==> config.mk <==
export PLATFORM = sky130hd
export DESIGN_NAME = fps_sequencer
export DESIGN_NICKNAME = d
export VERILOG_FILES = /design/src/hdl/fps_bus_cycle.v /design/src/hdl/fps_sequencer.v
export VERILOG_INCLUDE_DIRS = /design/src /design/src/hdl
export SDC_FILE = /design/constraint.sdc
export NUM_CORES = 1
export LEC_CHECK = 0
export BUFFER_PORTS_ARGS = -buffer_cell sky130_fd_sc_hd__buf_2
export CAP_MARGIN = 20
export CORE_MARGIN = 3
export CORE_UTILIZATION = 57
export DETAILED_ROUTE_END_ITERATION = 8
export PLACE_DENSITY = 0.78
export SETUP_SLACK_MARGIN = 0.02
export SLEW_MARGIN = 40
export SYNTH_ARGS = -nofsm -noshare
export SYNTH_HDL_FRONTEND = slang
export SYNTH_SLANG_ARGS = --single-unit
==> constraint.sdc <==
create_clock -name clock_i -period 2.5 [get_ports clock_i]
set_input_delay 0.25 -clock clock_i [delete_from_list [all_inputs] [get_ports clock_i]]
set_output_delay 0.25 -clock clock_i [all_outputs]
set_load 0.02 [all_outputs]
==> src/hdl/fps_map.vh <==
// Constants for the flash command sequencer host: codes, offsets, timings
`ifndef FPS_MAP_VH
`define FPS_MAP_VH
// Unlock cycle addresses and data
`define FPS_UNLOCK_ADDR1 22'h000555
`define FPS_UNLOCK_ADDR2 22'h0002AA
`define FPS_UNLOCK_DATA1 8'hAA
`define FPS_UNLOCK_DATA2 8'h55
// Command codes
`define FPS_CMD_ID_READ 8'h90
`define FPS_CMD_PROGRAM 8'hA0
`define FPS_CMD_BUF_LOAD 8'h25
`define FPS_CMD_BUF_COMMIT 8'h29
`define FPS_CMD_RESET 8'hF0
// Identifier read low addresses
`define FPS_ID_MANUF_ADDR 8'h00
`define FPS_ID_DEV1_ADDR 8'h01
`define FPS_ID_PROT_ADDR 8'h02
`define FPS_ID_DEV2_ADDR 8'h0E
`define FPS_ID_DEV3_ADDR 8'h0F
// Status bit positions in read data
`define FPS_POLL_BIT 7
`define FPS_TOGGLE_BIT 6
`define FPS_TIMEOUT_BIT 5
`define FPS_ABORT_BIT 1
// Write buffer size in bytes and page low address bits
`define FPS_BUF_BYTES 32
`define FPS_PAGE_LSB 4
// Bus cycle timing in nanoseconds
`define FPS_STROBE_NS 60
`define FPS_READ_NS 100
`define FPS_CLK_NS 20
`endif

==> src/hdl/fps_bus_cycle.v <==
// One bus write or read cycle on the flash pins, paced by the system clock
`timescale 1ns/100ps
`include "fps_map.vh"
module fps_bus_cycle #(
    parameter AW = 22,
    parameter STROBE_CYC = 3,
    parameter READ_CYC = 5
) (
    // Clock and reset
    input wire clock_i,
    input wire reset_i,
    // Cycle request
    input wire start_i,
    input wire write_i,
    input wire [AW-1:0] addr_i,
    input wire [7:0] wdata_i,
    output reg done_o,
    output reg [7:0] rdata_o,
    // Flash pins
    output reg [AW-1:0] flash_addr_o,
    output reg flash_ce_n_o,
    output reg flash_we_n_o,
    output reg flash_oe_n_o,
    output reg [7:0] flash_dq_o,
    output reg flash_dq_oe_o,
    input wire [7:0] flash_dq_i
);
    // Synchronised read data
    reg [7:0] dq_s1_ff;
    reg [7:0] dq_s2_ff;
    // Phase counter and busy flag
    reg [7:0] cnt_ff;
    reg busy_ff;
    reg wr_ff;

    // Two-stage synchroniser on the data pins
    always @(posedge clock_i) begin
        dq_s1_ff <= flash_dq_i;
        dq_s2_ff <= dq_s1_ff;
    end

    // Strobe sequencer: address set first, strobe low, data captured on rise
    always @(posedge clock_i) begin
        if (reset_i) begin
            busy_ff <= 1'b0;
            wr_ff <= 1'b0;
            cnt_ff <= 8'h00;
            done_o <= 1'b0;
            rdata_o <= 8'h00;
            flash_addr_o <= {AW{1'b0}};
            flash_ce_n_o <= 1'b1;
            flash_we_n_o <= 1'b1;
            flash_oe_n_o <= 1'b1;
            flash_dq_o <= 8'h00;
            flash_dq_oe_o <= 1'b0;
        end else begin
            done_o <= 1'b0;
            if (!busy_ff) begin
                if (start_i) begin
                    // Address stable before strobe falls
                    busy_ff <= 1'b1;
                    wr_ff <= write_i;
                    cnt_ff <= 8'h00;
                    flash_addr_o <= addr_i;
                    flash_dq_o <= wdata_i;
                    flash_dq_oe_o <= write_i;
                    flash_ce_n_o <= 1'b0;
                end
            end else begin
                cnt_ff <= cnt_ff + 8'h01;
                if (cnt_ff == 8'h00) begin
                    // Falling strobe edge latches address in device
                    flash_we_n_o <= ~wr_ff;
                    flash_oe_n_o <= wr_ff;
                end else if (wr_ff && cnt_ff == STROBE_CYC[7:0]) begin
                    // Rising strobe edge latches data in device
                    flash_we_n_o <= 1'b1;
                end else if (wr_ff && cnt_ff == STROBE_CYC[7:0] + 8'h01) begin
                    flash_ce_n_o <= 1'b1;
                    flash_dq_oe_o <= 1'b0;
                    busy_ff <= 1'b0;
                    done_o <= 1'b1;
                end else if (!wr_ff && cnt_ff == READ_CYC[7:0] + 8'h02) begin
                    // Sample after synchroniser delay
                    rdata_o <= dq_s2_ff;
                    flash_oe_n_o <= 1'b1;
                    flash_ce_n_o <= 1'b1;
                    busy_ff <= 1'b0;
                    done_o <= 1'b1;
                end
            end
        end
    end
endmodule // fps_bus_cycle

==> src/hdl/fps_sequencer.v <==
// Host sequencer that drives identifier reads and programming on a NOR flash
`timescale 1ns/100ps
`include "fps_map.vh"
module fps_sequencer #(
    parameter AW = 22,
    parameter BUF_BYTES = `FPS_BUF_BYTES
) (
    // Clock and reset
    input wire clock_i,
    input wire reset_i,
    // User command port
    input wire cmd_valid_i,
    input wire [2:0] cmd_op_i,
    input wire [AW-1:0] cmd_addr_i,
    input wire [7:0] cmd_data_i,
    input wire [5:0] cmd_count_i,
    output reg cmd_ready_o,
    // Buffer data feed, one pair per request
    input wire load_valid_i,
    input wire [AW-1:0] load_addr_i,
    input wire [7:0] load_data_i,
    output reg load_ready_o,
    // Results
    output reg done_o,
    output reg error_o,
    output reg abort_seen_o,
    output reg [7:0] result_o,
    output reg [23:0] dev_id_o,
    // Flash pins
    output reg [AW-1:0] flash_addr_o,
    output reg flash_ce_n_o,
    output reg flash_we_n_o,
    output reg flash_oe_n_o,
    output reg [7:0] flash_dq_o,
    output reg flash_dq_oe_o,
    input wire [7:0] flash_dq_i,
    input wire flash_ready_i,
    output reg flash_reset_n_o
);
    // User operation codes
    localparam OP_ID = 3'h0;
    localparam OP_PROG = 3'h1;
    localparam OP_BUF = 3'h2;
    localparam OP_RESET = 3'h3;
    localparam OP_HWRESET = 3'h4;
    // Sequencer states
    localparam S_IDLE = 4'h0;
    localparam S_UNLK1 = 4'h1;
    localparam S_UNLK2 = 4'h2;
    localparam S_CMD = 4'h3;
    localparam S_IDRD = 4'h4;
    localparam S_PAIR = 4'h5;
    localparam S_COUNT = 4'h6;
    localparam S_LOAD = 4'h7;
    localparam S_COMMIT = 4'h8;
    localparam S_POLL = 4'h9;
    localparam S_RSTCMD = 4'hA;
    localparam S_HWRST = 4'hB;
    localparam S_DONE = 4'hC;
    // Cycle timing derived from clock period
    localparam STROBE_CYC = (`FPS_STROBE_NS + `FPS_CLK_NS - 1) / `FPS_CLK_NS;
    localparam READ_CYC = (`FPS_READ_NS + `FPS_CLK_NS - 1) / `FPS_CLK_NS;

    // Control registers
    reg [3:0] state_ff;
    reg [2:0] op_ff;
    reg [AW-1:0] addr_ff;
    reg [7:0] data_ff;
    reg [5:0] left_ff;
    reg [1:0] idx_ff;
    reg [1:0] rst_step_ff;
    reg abort_pend_ff;
    reg [7:0] prev_ff;
    reg poll_first_ff;
    reg rdy_s1_ff;
    reg rdy_s2_ff;
    // Bus cycle engine handshake
    reg bc_start_ff;
    reg bc_write_ff;
    reg [AW-1:0] bc_addr_ff;
    reg [7:0] bc_wdata_ff;
    wire bc_done;
    wire [7:0] bc_rdata;
    wire [AW-1:0] pin_addr;
    wire pin_ce_n;
    wire pin_we_n;
    wire pin_oe_n;
    wire [7:0] pin_dq;
    wire pin_dq_oe;
    reg bc_busy_ff;

    // Pin engine: address before falling strobe, data held past rising edge
    fps_bus_cycle #(.AW(AW), .STROBE_CYC(STROBE_CYC), .READ_CYC(READ_CYC)) u_cycle (
        .clock_i(clock_i),
        .reset_i(reset_i),
        .start_i(bc_start_ff),
        .write_i(bc_write_ff),
        .addr_i(bc_addr_ff),
        .wdata_i(bc_wdata_ff),
        .done_o(bc_done),
        .rdata_o(bc_rdata),
        .flash_addr_o(pin_addr),
        .flash_ce_n_o(pin_ce_n),
        .flash_we_n_o(pin_we_n),
        .flash_oe_n_o(pin_oe_n),
        .flash_dq_o(pin_dq),
        .flash_dq_oe_o(pin_dq_oe),
        .flash_dq_i(flash_dq_i)
    );

    // Register the pins so every top output leaves a flip-flop
    always @(posedge clock_i) begin
        if (reset_i) begin
            flash_addr_o <= {AW{1'b0}};
            flash_ce_n_o <= 1'b1;
            flash_we_n_o <= 1'b1;
            flash_oe_n_o <= 1'b1;
            flash_dq_o <= 8'h00;
            flash_dq_oe_o <= 1'b0;
        end else begin
            flash_addr_o <= pin_addr;
            flash_ce_n_o <= pin_ce_n;
            flash_we_n_o <= pin_we_n;
            flash_oe_n_o <= pin_oe_n;
            flash_dq_o <= pin_dq;
            flash_dq_oe_o <= pin_dq_oe;
        end
    end

    // Ready input synchroniser
    always @(posedge clock_i) begin
        rdy_s1_ff <= flash_ready_i;
        rdy_s2_ff <= rdy_s1_ff;
    end

    // Identifier read address for each step
    function [7:0] id_low;
        input [1:0] idx;
        begin
            case (idx)
                2'h0: id_low = `FPS_ID_DEV1_ADDR;
                2'h1: id_low = `FPS_ID_DEV2_ADDR;
                2'h2: id_low = `FPS_ID_DEV3_ADDR;
                default: id_low = `FPS_ID_MANUF_ADDR;
            endcase
        end
    endfunction

    // Main command sequencer
    always @(posedge clock_i) begin
        if (reset_i) begin
            state_ff <= S_IDLE;
            op_ff <= OP_ID;
            addr_ff <= {AW{1'b0}};
            data_ff <= 8'h00;
            left_ff <= 6'h00;
            idx_ff <= 2'h0;
            rst_step_ff <= 2'h0;
            abort_pend_ff <= 1'b0;
            prev_ff <= 8'h00;
            poll_first_ff <= 1'b0;
            bc_start_ff <= 1'b0;
            bc_write_ff <= 1'b0;
            bc_addr_ff <= {AW{1'b0}};
            bc_wdata_ff <= 8'h00;
            bc_busy_ff <= 1'b0;
            cmd_ready_o <= 1'b0;
            load_ready_o <= 1'b0;
            done_o <= 1'b0;
            error_o <= 1'b0;
            abort_seen_o <= 1'b0;
            result_o <= 8'h00;
            dev_id_o <= 24'h000000;
            flash_reset_n_o <= 1'b1;
        end else begin
            bc_start_ff <= 1'b0;
            done_o <= 1'b0;
            load_ready_o <= 1'b0;
            if (bc_done) begin
                bc_busy_ff <= 1'b0;
            end
            case (state_ff)
                S_IDLE: begin
                    cmd_ready_o <= 1'b1;
                    if (cmd_valid_i && cmd_ready_o) begin
                        // Taken only while ready shows, never on a stale request
                        cmd_ready_o <= 1'b0;
                        op_ff <= cmd_op_i;
                        addr_ff <= cmd_addr_i;
                        data_ff <= cmd_data_i;
                        left_ff <= cmd_count_i;
                        idx_ff <= 2'h0;
                        error_o <= 1'b0;
                        if (cmd_op_i == OP_HWRESET) begin
                            // Pin reset aborts a running program
                            flash_reset_n_o <= 1'b0;
                            left_ff <= 6'h00;
                            state_ff <= S_HWRST;
                        end else if (cmd_op_i == OP_RESET) begin
                            // Leaves identifier mode or clears abort
                            rst_step_ff <= abort_pend_ff ? 2'h0 : 2'h2;
                            state_ff <= S_RSTCMD;
                        end else if (abort_pend_ff) begin
                            // Refuse new work until abort reset or pin reset sent
                            error_o <= 1'b1;
                            done_o <= 1'b1;
                        end else if (cmd_op_i == OP_BUF && cmd_count_i >= BUF_BYTES) begin
                            // Count beyond buffer would abort; not issued
                            error_o <= 1'b1;
                            done_o <= 1'b1;
                        end else begin
                            state_ff <= S_UNLK1;
                        end
                    end
                end
                S_UNLK1: begin
                    if (!bc_busy_ff && !bc_start_ff) begin
                        bc_start_ff <= 1'b1;
                        bc_busy_ff <= 1'b1;
                        bc_write_ff <= 1'b1;
                        bc_addr_ff <= `FPS_UNLOCK_ADDR1;
                        bc_wdata_ff <= `FPS_UNLOCK_DATA1;
                        state_ff <= S_UNLK2;
                    end
                end
                S_UNLK2: begin
                    if (bc_done) begin
                        bc_start_ff <= 1'b1;
                        bc_busy_ff <= 1'b1;
                        bc_addr_ff <= `FPS_UNLOCK_ADDR2;
                        bc_wdata_ff <= `FPS_UNLOCK_DATA2;
                        state_ff <= (op_ff == OP_RESET) ? S_RSTCMD : S_CMD;
                    end
                end
                S_CMD: begin
                    if (bc_done) begin
                        bc_start_ff <= 1'b1;
                        bc_busy_ff <= 1'b1;
                        case (op_ff)
                            OP_PROG: begin
                                bc_addr_ff <= `FPS_UNLOCK_ADDR1;
                                bc_wdata_ff <= `FPS_CMD_PROGRAM;
                                state_ff <= S_PAIR;
                            end
                            OP_BUF: begin
                                // Load command at target sector
                                bc_addr_ff <= addr_ff;
                                bc_wdata_ff <= `FPS_CMD_BUF_LOAD;
                                state_ff <= S_COUNT;
                            end
                            default: begin
                                bc_addr_ff <= `FPS_UNLOCK_ADDR1;
                                bc_wdata_ff <= `FPS_CMD_ID_READ;
                                state_ff <= S_IDRD;
                            end
                        endcase
                    end
                end
                S_PAIR: begin
                    if (bc_done) begin
                        // Fourth cycle starts the device's own routine
                        bc_start_ff <= 1'b1;
                        bc_busy_ff <= 1'b1;
                        bc_addr_ff <= addr_ff;
                        bc_wdata_ff <= data_ff;
                        poll_first_ff <= 1'b1;
                        state_ff <= S_POLL;
                    end
                end
                S_COUNT: begin
                    if (bc_done) begin
                        bc_start_ff <= 1'b1;
                        bc_busy_ff <= 1'b1;
                        bc_addr_ff <= addr_ff;
                        bc_wdata_ff <= {2'b00, left_ff};
                        left_ff <= left_ff + 6'h01;
                        state_ff <= S_LOAD;
                    end
                end
                S_LOAD: begin
                    if (bc_done || (!bc_busy_ff && !bc_start_ff)) begin
                        if (left_ff == 6'h00) begin
                            // Commit at sector after all loads
                            bc_start_ff <= 1'b1;
                            bc_busy_ff <= 1'b1;
                            bc_addr_ff <= addr_ff;
                            bc_wdata_ff <= `FPS_CMD_BUF_COMMIT;
                            poll_first_ff <= 1'b1;
                            state_ff <= S_COMMIT;
                        end else if (load_valid_i) begin
                            // Pair outside the page is passed on; device aborts
                            load_ready_o <= 1'b1;
                            bc_start_ff <= 1'b1;
                            bc_busy_ff <= 1'b1;
                            bc_addr_ff <= load_addr_i;
                            bc_wdata_ff <= load_data_i;
                            data_ff <= load_data_i;
                            left_ff <= left_ff - 6'h01;
                            if (left_ff == 6'h01) begin
                                // Last pair sets the commit and poll address
                                addr_ff <= load_addr_i;
                            end
                        end
                    end
                end
                S_COMMIT: begin
                    if (bc_done) begin
                        addr_ff <= bc_addr_ff;
                        state_ff <= S_POLL;
                    end
                end
                S_POLL: begin
                    // Read status at the programmed or last loaded address until done
                    if (bc_done && !bc_write_ff) begin
                        prev_ff <= bc_rdata;
                        if (!poll_first_ff
                            && bc_rdata[`FPS_TOGGLE_BIT] == prev_ff[`FPS_TOGGLE_BIT]
                            && rdy_s2_ff) begin
                            // Toggle stopped and ready high: finished
                            error_o <= (bc_rdata != data_ff);
                            result_o <= bc_rdata;
                            state_ff <= S_DONE;
                        end else if (bc_rdata[`FPS_ABORT_BIT]
                            && !bc_rdata[`FPS_TIMEOUT_BIT]
                            && op_ff == OP_BUF) begin
                            abort_pend_ff <= 1'b1;
                            abort_seen_o <= 1'b1;
                            error_o <= 1'b1;
                            result_o <= bc_rdata;
                            state_ff <= S_DONE;
                        end else if (bc_rdata[`FPS_TIMEOUT_BIT] && !poll_first_ff
                            && !rdy_s2_ff) begin
                            // Bit 5 means timeout only while busy, not in array data
                            error_o <= 1'b1;
                            result_o <= bc_rdata;
                            state_ff <= S_DONE;
                        end
                        poll_first_ff <= 1'b0;
                    end
                    if ((bc_done || !bc_busy_ff) && !bc_start_ff
                        && state_ff == S_POLL) begin
                        // No commands sent while device runs its routine
                        bc_start_ff <= 1'b1;
                        bc_busy_ff <= 1'b1;
                        bc_write_ff <= 1'b0;
                        bc_addr_ff <= addr_ff;
                    end
                end
                S_IDRD: begin
                    // Identifier mode: read the three device code bytes, then the protection byte
                    if (bc_done && !bc_write_ff) begin
                        if (idx_ff == 2'h3) begin
                            result_o <= bc_rdata;
                            state_ff <= S_DONE;
                        end else begin
                            dev_id_o <= {dev_id_o[15:0], bc_rdata};
                            idx_ff <= idx_ff + 2'h1;
                        end
                    end
                    if ((bc_done || !bc_busy_ff) && !bc_start_ff && state_ff == S_IDRD
                        && !(bc_done && !bc_write_ff && idx_ff == 2'h3)) begin
                        bc_start_ff <= 1'b1;
                        bc_busy_ff <= 1'b1;
                        bc_write_ff <= 1'b0;
                        // Last read is protection at sector plus 02
                        bc_addr_ff <= {addr_ff[AW-1:8],
                            (bc_done && !bc_write_ff && idx_ff == 2'h2) ?
                            `FPS_ID_PROT_ADDR :
                            id_low(idx_ff + ((bc_done && !bc_write_ff) ? 2'h1 : 2'h0))};
                    end
                end
                S_RSTCMD: begin
                    // Full three-cycle abort reset, or single reset
                    if (rst_step_ff == 2'h0) begin
                        rst_step_ff <= 2'h1;
                        state_ff <= S_UNLK1;
                    end else if ((rst_step_ff == 2'h2 && !bc_busy_ff && !bc_start_ff)
                        || (rst_step_ff == 2'h1 && bc_done)) begin
                        bc_start_ff <= 1'b1;
                        bc_busy_ff <= 1'b1;
                        bc_write_ff <= 1'b1;
                        bc_addr_ff <= `FPS_UNLOCK_ADDR1;
                        bc_wdata_ff <= `FPS_CMD_RESET;
                        rst_step_ff <= 2'h3;
                    end else if (rst_step_ff == 2'h3 && bc_done) begin
                        abort_pend_ff <= 1'b0;
                        abort_seen_o <= 1'b0;
                        state_ff <= S_DONE;
                    end
                end
                S_HWRST: begin
                    // Hold reset pin low while counting, then release
                    left_ff <= left_ff + 6'h01;
                    if (left_ff == 6'h3F) begin
                        flash_reset_n_o <= 1'b1;
                        abort_pend_ff <= 1'b0;
                        abort_seen_o <= 1'b0;
                        state_ff <= S_DONE;
                    end
                end
                S_DONE: begin
                    done_o <= 1'b1;
                    state_ff <= S_IDLE;
                end
                default: begin
                    state_ff <= S_IDLE;
                end
            endcase
        end
    end
endmodule // fps_sequencer

* After elaboration in Yosys (flattened, before gate mapping) *
Index checks and enable logic that the tools add are counted.

storage, ports and cells
  flip-flop bits (word level) = 231
  input port bits = 82
  word-level logic and storage cells = 387
  output and inout bits = 72

cells by class
  bitwise operators = 8
  mux-type cells = 172
  eq/ne operators = 75
  $lt $le $gt $ge = 1
  reductions and logical operators = 83
  add/subtract/negate cells = 5

operators by type and width
  cell                                                              count
  22-bit two-way mux                                                18
  8-bit two-way mux                                                 22
  22-bit one-hot mux with 8 select lines                            1
  4-bit two-way mux                                                 23
  1-bit two-way mux                                                 74
  22-bit one-hot mux with 3 select lines                            1
  8-bit one-hot mux with 7 select lines                             1
  2-bit != test (second input constant)                             24
  8-bit one-hot mux with 2 select lines                             3
  4-bit one-hot mux with 11 select lines                            1
  6-bit two-way mux                                                 6
  5-bit AND reduction                                               5
  6-bit one-hot mux with 4 select lines                             1
  4-bit AND reduction                                               6
  1-bit logical AND                                                 23
  2-bit by 1-bit != test with 1-bit output (second input constant)  11
  4-bit == test (second input constant)                             5
  2-bit two-way mux                                                 9
  2-bit nonzero test                                                9
  17-bit AND reduction                                              1
  4-bit by 3-bit == test with 1-bit output (second input constant)  4
  8-bit by 3-bit == test with 1-bit output (second input constant)  2
  3-bit != test (second input constant)                             5
  3-bit by 2-bit == test with 1-bit output (second input constant)  4
  44 further kinds                                                  85

* Logic depth before layout (Yosys ltp) *
Gate-level depths: netlist of run 1.

  depth in word-level cells = 9
  mapped depth = 10
  gate-level depth less buffers = 9

* Modules after synthesis *
A second synthesis of run 1 with hierarchy kept.

second synthesis, totals
  cells, all modules = 1197
  area total of the unflattened synthesis = 10000.8 µm²

by module, submodules not included
  module         area an instance (µm²)  cells an instance  instances  seq. area each (µm²)
  fps_sequencer  7609.8                  931                1          3123.0
  fps_bus_cycle  2391.0                  266                1          1381.3

* Worst setup path before layout of run 1 *
OpenSTA, ideal clock, no wires.

  path kind = register to register
  start = register left_ff[0]
  end = register bc_addr_ff[16]
  buffers on the path = 3
  data arrival time = 2155 ps
  slack = 276 ps
  stages on the path, launching flop included = 11
  clock period less this slack = 2224 ps
  data required time = 2431 ps
  library setup time = 69 ps
  cell sequence = dfxtp_1 -> inv_1 -> ha_1 -> clkbuf_1 -> a211oi_2 -> a211oi_4 -> nand3_4 -> or3_1 -> buf_2 -> buf_6 -> o21ai_1

on the way
  word-level cells in the longest chain between the ends = 4
  elaborated cells between the ends (all ways) = 6
  classes of those cells = 1 x eq/ne; 3 x mux; 2 x reduce/logical

RTL lines
  element                                 line                 RTL
  start: declaration                      fps_sequencer.v:69   reg [5:0] left_ff;
  start signal: assignment                fps_sequencer.v:191  left_ff <= cmd_count_i;
  start signal: assignment                fps_sequencer.v:276  left_ff <= left_ff + 6'h01;
  start signal: assignment                fps_sequencer.v:298  left_ff <= left_ff - 6'h01;
  6-bit logical NOT *                     fps_sequencer.v:282  if (left_ff == 6'h00) begin
  22-bit two-way mux                      fps_sequencer.v:282
  22-bit two-way mux                      fps_sequencer.v:281  if (bc_done || (!bc_busy_ff && !bc_start_ff)) begin
  22-bit one-hot mux with 8 select lines  fps_sequencer.v:182  case (state_ff)
  end signal: assignment                  fps_sequencer.v:274  bc_addr_ff <= addr_ff;
  end signal: assignment                  fps_sequencer.v:286  bc_addr_ff <= addr_ff;
  end signal: assignment                  fps_sequencer.v:295  bc_addr_ff <= load_addr_i;
  end: declaration                        fps_sequencer.v:80   reg [AW-1:0] bc_addr_ff;

Mark *: on every way between the ends. The rest lies on a longest branch, timed or not. The select of a mux whose other input is x is not followed.
A chain may end at the register's enable or synchronous reset.

* Final worst setup path of run 1 *
  start = register op_ff[1]
  end = register state_ff[1]

on the way
  word-level cells in the longest chain between the ends = 6
  elaborated cells between the ends (all ways) = 11
  classes of those cells = 3 x eq/ne; 6 x mux; 2 x reduce/logical

RTL lines
  element                                   line                                      RTL
  start: declaration                        fps_sequencer.v:66                        reg [2:0] op_ff;
  start signal: assignment                  fps_sequencer.v:188                       op_ff <= cmd_op_i;
  3-bit by 2-bit == test with 1-bit output  fps_sequencer.v:239, fps_sequencer.v:325
  1-bit logical AND                         fps_sequencer.v:323                       end else if (bc_rdata[`FPS_ABORT_BIT]
  4-bit two-way mux                         fps_sequencer.v:323
  4-bit two-way mux                         fps_sequencer.v:316                       if (!poll_first_ff
  4-bit two-way mux                         fps_sequencer.v:314                       if (bc_done && !bc_write_ff) begin
  4-bit one-hot mux with 11 select lines    fps_sequencer.v:182
  end signal: assignment                    fps_sequencer.v:232                       state_ff <= (op_ff == OP_RESET) ? S_RSTCMD : S_CMD;
  end: declaration                          fps_sequencer.v:65                        reg [3:0] state_ff;

Parallel ways exist; a longest one is shown, timed or not. The select of a mux whose other input is x is not followed.

==> flow_metrics.py, run 1 <==
metrics = {
    "sta": {
        "period_minus_slack_ns": 2.46,
        "finClkSkew_ns": 0.0189,
        "max_slew.worst_pin.slew_ns": 0.740,
        "final.period_utilization_pct": 98.4,
        "worst_slack_ns": 0.0391,
        "setup_viol_count_final": 0,
        "timing.fmax_mhz": 406,
        "slew_viol_final": 0,
        "hold_viol": 0,
        "fin_tns_setup_ns": 0,
        "relSlewSlack_pct": 50.1,
    },
    "critical_path": {
        "cp_max_fo": 6,
        "crit_type": "flop to flop",
        "startpoint_type": "flop",
        "slowest_delay_ns": 0.52,
        "crit_chain": "or3b_1 > nor3b_2 > o31ai_2 > a2111oi_4 > a31oi_1 > a211oi_1",
        "cp_num_buf_inv": 0,
        "critPathCaptureType": "flop",
        "worst-endpoint-required_ns": 2.86,
        "crit_slowest_cell": "or3b_1",
        "critical_path_arrival_ns": 2.82,
        "cp_top_family": "compound AO/OA/AOI/OAI gates",
    },
    "hold_path": {
        "hold_path.class": "input pin to flop",
    },
    "placed_design": {
        "port_buffers": 153,
        "dp_hpwl_mm": 21.4,
        "gp_congestion": 0.944,
        "dp_slack_ns": 0.0160,
        "placed_cells": 1551,
    },
    "yosys": {
        "synthTopCellsByArea": "dfxtp_1, nand2_1, a21oi_1",
        "synth_edf_count": 0,
        "yosys.area.top_type": "dfxtp_1",
        "syn_area_um2": 9900,
        "syn-instance-count": 1191,
        "synthArstFlopShare_pct": 0,
        "ys_seq_area_share_pct": 45.5,
        "ys_ff_latch": 225,
        "yosysWarnings": 0,
        "synth.top_cell.area_share_pct": 45.5,
        "yosysUniqueCellTypes": 80,
        "synth.avg_cell_area_um2": 8.31,
        "syn-num-nets": 1281,
        "synthFlopType": "dfxtp_1",
    },
    "global_routing": {
        "grt_pass1_wl_mm": 47.0,
        "grt_pass1_vias": 8813,
        "antenna_found_initial": 3,
        "grtUsageTotal_pct": 31.4,
        "grt_max_degree": 62,
        "grt-ovfl-total": 0,
    },
    "layout": {
        "area_growth_pct": 23.9,
        "fillers": 1341,
        "finalNetCount": 1467,
        "drive_above_1_share_pct": 21.8,
        "diodes": 0,
        "fin_cells": 1612,
    },
    "power_and_ir_drop": {
        "leakage_nw": 4.89,
        "p_per_area_nw_per_um2": 1040,
        "ir_worst_vdd_mv": 0.791,
    },
    "cts": {
        "cts_root_buf": "clkbuf_16",
        "post-cts-setup-buffers": 0,
        "cts_tree": "done",
        "clock-sinks": 225,
        "clk_latency_ns": 0.51,
        "clk_pin_slew_ns": 0.06,
        "cts_inserted_buffers": 23,
        "clk_path_buf_depth": 3,
        "h-tree-depth": 1,
    },
    "routing": {
        "drc": 0,
        "viasPerCell": 5.94,
        "wl_per_cell_um": 18.9,
        "routed_wirelength_mm": 30.5,
        "first_pass_iters": 6,
        "ant_nets": 0,
        "first_iter_violations": 758,
        "vias": 9582,
    },
    "outcome": {
        "status": "complete, no violations",
    },
    "job": {
        "drv_cap": 0,
    },
    "die": {
        "rows": 47,
        "dieHeight_um": 138,
        "die_area_um2": 19000,
        "die-width_um": 138,
        "ios": 154,
        "start_util_pct": 58.9,
        "core_area_um2": 16800,
    },
}
==> cells in the final DEF, fill, tap and decap left out, types with 5 or more instances in the layout <==
cell,n
dlygate4sd3_1,21
nand2b_1,9
a211oi_1,14
o211ai_1,7
nand4_1,7
o21ai_0,49
nor4_1,6
a31oi_1,15
a21oi_1,112
dfxtp_1,224
nor2b_1,41
a22oi_1,22
nand2_1,206
nor3b_1,7
or2_2,9
buf_2,152
inv_1,17
a311oi_1,29
ha_1,8
nand3_1,22
a32oi_1,13
o21a_1,6
nor2_1,99
o21ai_1,10
nor3_1,29
mux2i_1,27
a21o_1,5
buf_4,72
clkbuf_16,23
and2_1,6
xor2_1,10
and3_1,7
==> through the flow <==
stage	utilization (%)	hold WS [ns]	cell area, um^2	power (W)
2_1_floorplan	-	0.278	9900	0.00731
5_1_grt	72.9	0.0186	12300	0.0134
3_5_place_dp	66.7	0.312	11200	0.00897
6_report	72.9	0.0126	12300	0.0127
4_1_cts	72.7	0.0000849	12200	0.0126
3_3_place_gp	66.7	0.310	11200	0.00894
==> sequential cells by signal, indices dropped and copies added, names as in the netlist, 22 cells and up <==
register	count
u_cycle.flash_addr_o	22
dev_id_o	24
bc_addr_ff	22
flash_addr_o	22
addr_ff	22
==> worst reg2reg max path: cells and delay by family, from the launching register on <==
family	cells	cell delay [ns]
and+or+nand+nor	2	0.80
AOI/OAI and AO/OA	4	1.08
DFF	1	0.44
==> synthesized netlist by cell type (13+ instances only) <==
master,count
a211oi_1,15
inv_1,17
clkbuf_1,59
mux2i_1,27
nor2b_1,42
o21ai_0,49
nand2_1,206
a31oi_1,15
nor2_1,100
nor3_1,29
a21oi_1,112
buf_2,18
nand3_1,22
dfxtp_1,225
a32oi_1,13
a311oi_1,29
a22oi_1,22
==> final timing paths <==
| kind | cells after the start | start | slack [ns] | endpoint |
|---|---|---|---|---|
| worst max register to register | 6 | op_ff[1]$_SDFFE_PP0P_ | 0.04 | state_ff[1]$_SDFFE_PP0P_ |
| worst min-delay path | 3 | cmd_addr_i[2] | 0.01 | addr_ff[2]$_SDFFE_PP0P_ |
| worst max-delay path | 6 | op_ff[1]$_SDFFE_PP0P_ | 0.04 | state_ff[1]$_SDFFE_PP0P_ |
| worst min register to register | 0 | u_cycle.dq_s1_ff[6]$_DFF_P_ | 0.33 | u_cycle.dq_s2_ff[6]$_DFF_P_ |
==> layout make-up <==
cell class | instances | area, um^2 | area share [%]
Clock buffer | 30 | 642 | 5.23
Timing Repair Buffer | 250 | 1600 | 13.1
Multi-Input combinational cell | 858 | 5010 | 40.9
Sequential cell | 225 | 4510 | 36.7
Tap cell | 220 | 275 | 2.24
Inverter | 19 | 71.3 | 0.581
Clock inverter | 10 | 156 | 1.28
==> per-layer routing <==
| metal | part of all wire [%] | vias to the layer above | track usage (%) | wire length (um) |
|---|---|---|---|---|
| met5 | 0.14 | - | 0 | 43 |
| met4 | 4.6 | 6 | 12.7 | 1390 |
| li1 | - | 4609 | - | - |
| met3 | 8.2 | 82 | 6.03 | 2500 |
| met1 | 42 | 4416 | 41.7 | 12700 |
| met2 | 45 | 469 | 50.4 | 13900 |
==> cells by family (layout without fill, tap and decap cells) <==
| logic type | count (synthesis) | count (layout) | synth area share [%] |
|---|---|---|---|
| fa+ha+maj | 8 | 8 | 1.01 |
| mux | 27 | 27 | 2.73 |
| compound gates | 331 | 331 | 22.1 |
| flops | 225 | 225 | 45.5 |
| buf+inv | 108 | 309 | 4.44 |
| xor+xnor | 14 | 14 | 1.24 |
| simple gates | 478 | 478 | 23.0 |
==> what timing repair did <==
action,CTS,global route
endpoints found under the hold margin,21,0
hold buffers,21,0
endpoints found under the setup margin,0,40
resized for setup,0,9
==> power by group <==
part           switching [W]  internal, W  total (W)
Clock                0.00139      0.00222    0.00361
Combinational        0.00288      0.00180    0.00468
Sequential          0.000434      0.00402    0.00445
(Power assumes the default switching activity.)
==> run 2, diff against run 1 <==
CTS_BUF_LIST = sky130_fd_sc_hd__clkbuf_4   (was unset)
SKIP_CTS_REPAIR_TIMING = 1   (was unset)
==> run 2 against run 1 <==
  * Global-route usage is 0.43 points lower
  * Hold slack got worse by 0.037 ns
  * Setup slack gained 0.0097 ns
  * The run now ends with hold timing left
  * Clock skew is 0.020 ns higher
  * Register-to-register slack about the same
  * Via count grew 5.2%
==> flow_metrics.py, run 2 (same netlist as run 1, synthesis figures left out) <==
metrics = {
    "cts": {
        "cts_root_buf": "clkbuf_4",
        "clk_latency_ns": 0.68,
        "cts_tree": "done",
        "cts_inserted_buffers": 55,
        "clk_pin_slew_ns": 0.07,
        "clock-sinks": 225,
        "clk_path_buf_depth": 3,
        "h-tree-depth": 2,
    },
    "sta": {
        "relSlewSlack_pct": 51.9,
        "holdWs_ns": -0.0248,
        "period_minus_slack_ns": 2.45,
        "slew_viol_final": 0,
        "hold_viol": 3,
        "setup_viol_count_final": 0,
        "finClkSkew_ns": 0.0386,
        "final.period_utilization_pct": 98.0,
        "max_slew.worst_pin.slew_ns": 0.713,
        "timing.fmax_mhz": 408,
    },
    "die": {
        "rows": 47,
        "die_area_um2": 19000,
        "ios": 154,
        "start_util_pct": 58.9,
        "die-width_um": 138,
        "core_area_um2": 16800,
        "dieHeight_um": 138,
    },
    "power_and_ir_drop": {
        "p_per_area_nw_per_um2": 969,
        "power_frac_comb_pct": 39.0,
        "net-switching-power_w": 0.00486,
        "leakage_nw": 5.12,
        "clock_power_share_pct": 24.6,
        "p_sw_share_pct": 39.6,
        "ir_worst_vdd_mv": 0.530,
        "p_int_w": 0.00741,
        "seqPwrFrac_pct": 36.3,
        "power_w": 0.0123,
    },
    "critical_path": {
        "slowest_delay_ns": 0.52,
        "cp_max_fo": 6,
        "rr_worst_depth": 6,
        "cp_top_family": "compound AO/OA/AOI/OAI gates",
        "cp.depth": 6,
        "crit_chain": "or3b_1 > nor3b_2 > o31ai_2 > a2111oi_4 > a31oi_1 > a211oi_1",
        "critical_path_arrival_ns": 2.98,
        "crit_slowest_cell": "or3b_1",
        "cp_num_buf_inv": 0,
        "worst-endpoint-required_ns": 3.03,
        "critPathCaptureType": "flop",
        "startpoint_type": "flop",
        "crit_type": "flop to flop",
    },
    "layout": {
        "utilization_pct": 75.3,
        "regMostFlops": "dev_id_o",
        "largest_reg_flops": 24,
        "finalNetCount": 1548,
        "area_growth_pct": 27.9,
        "mostFrequentLayoutCells": "dfxtp_1, nand2_1, buf_2",
        "drive_above_1_share_pct": 23.7,
        "stdcell_area_um2": 12700,
        "mostFrequentLayoutCell": "dfxtp_1",
    },
    "placed_design": {
        "port_buffers": 153,
        "place_area_um2": 11200,
        "dp_hpwl_mm": 21.4,
        "gp_congestion": 0.944,
    },
    "global_routing": {
        "grt-ovfl-total": 0,
        "grtUsageTotal_pct": 31.0,
        "grt_max_degree": 62,
        "antenna_found_initial": 2,
        "grt_pass1_wl_mm": 46.1,
        "grt_pass1_vias": 8734,
    },
    "routing": {
        "first_pass_iters": 6,
        "routed_wirelength_mm": 32.2,
        "vias": 10100,
        "viasPerCell": 5.86,
        "ant_nets": 0,
        "drc": 0,
        "first_iter_violations": 879,
        "wl_per_cell_um": 18.7,
    },
    "hold_path": {
        "hold_depth": 5,
        "hold_path.class": "input pin to flop",
    },
    "job": {
        "drv_cap": 0,
    },
    "outcome": {
        "status": "finished with violations",
        "violations": "hold timing",
    },
}
## run 2: cell types whose count changed in the layout (fill, tap and decap cells not counted), sizes merged
| cell | before | now |
|---|---|---|
| clkinv | 6 | 14 |
| bufinv | 4 | 0 |
| diode | 0 | 1 |
| dlygate4sd3 | 21 | 70 |
| clkbuf | 30 | 84 |
| inv | 18 | 19 |
## run 2: metal layers
metal,vias to the layer above,wire [um],track usage (%)
li1,4810,-,-
met1,4669,13000,41.1
met2,516,15100,48.8
met3,82,2800,7.45
met4,2,1270,12.2
met5,-,20,0
## run 2: area by class of cell
cell class                 instances  area, um^2
tap                              220         275
clock inverter                    15        70.1
antenna                            1        2.50
timing repair buffer             299        2090
sequential                       225        4510
fill                            1308        4160
clock buffer                      84         631
multi-input combinational        858        5010
inverter                          19        71.3
## run 2: final timing paths
check	startpoint	endpoint	slack [ns]
worst min register to register	u_cycle.dq_s1_ff[0]$_DFF_P_	u_cycle.dq_s2_ff[0]$_DFF_P_	0.33
worst max register to register	op_ff[1]$_SDFFE_PP0P_	state_ff[1]$_SDFFE_PP0P_	0.05
worst min-delay path	load_addr_i[1]	bc_addr_ff[1]$_SDFFE_PP0P_	-0.02
worst max-delay path	op_ff[1]$_SDFFE_PP0P_	state_ff[1]$_SDFFE_PP0P_	0.05
## run 2: worst reg2reg max path, delay by kind of cell, from the launching register on
family | cells | cell delay (ns)
AOI/OAI and AO/OA | 4 | 1.08
and+or+nand+nor | 2 | 0.81
DFF | 1 | 0.43
## run 2: per-stage QoR
stage / setup TNS (ns) / std cells / setup slack [ns] / hold WS [ns]
floorplan: 0 / 1191 / 0.276 / 0.278
global placement: 0 / 1551 / 0.0355 / 0.310
detailed placement: 0 / 1551 / 0.0160 / 0.312
CTS: 0 / 1650 / 0.0247 / -0.352
global route: -0.0530 / 1721 / -0.0530 / 0.00387
finish: 0 / 1721 / 0.0489 / -0.0248
## run 2: power groups by stage
stage	logic, W	clock network, W	registers [W]
final	0.00479	0.00302	0.00446
after global routing	0.00518	0.00326	0.00450
after CTS	0.00449	0.00305	0.00444
after detailed placement	0.00445	0	0.00452
after global placement	0.00443	0	0.00451
after floorplan	0.00297	0	0.00434
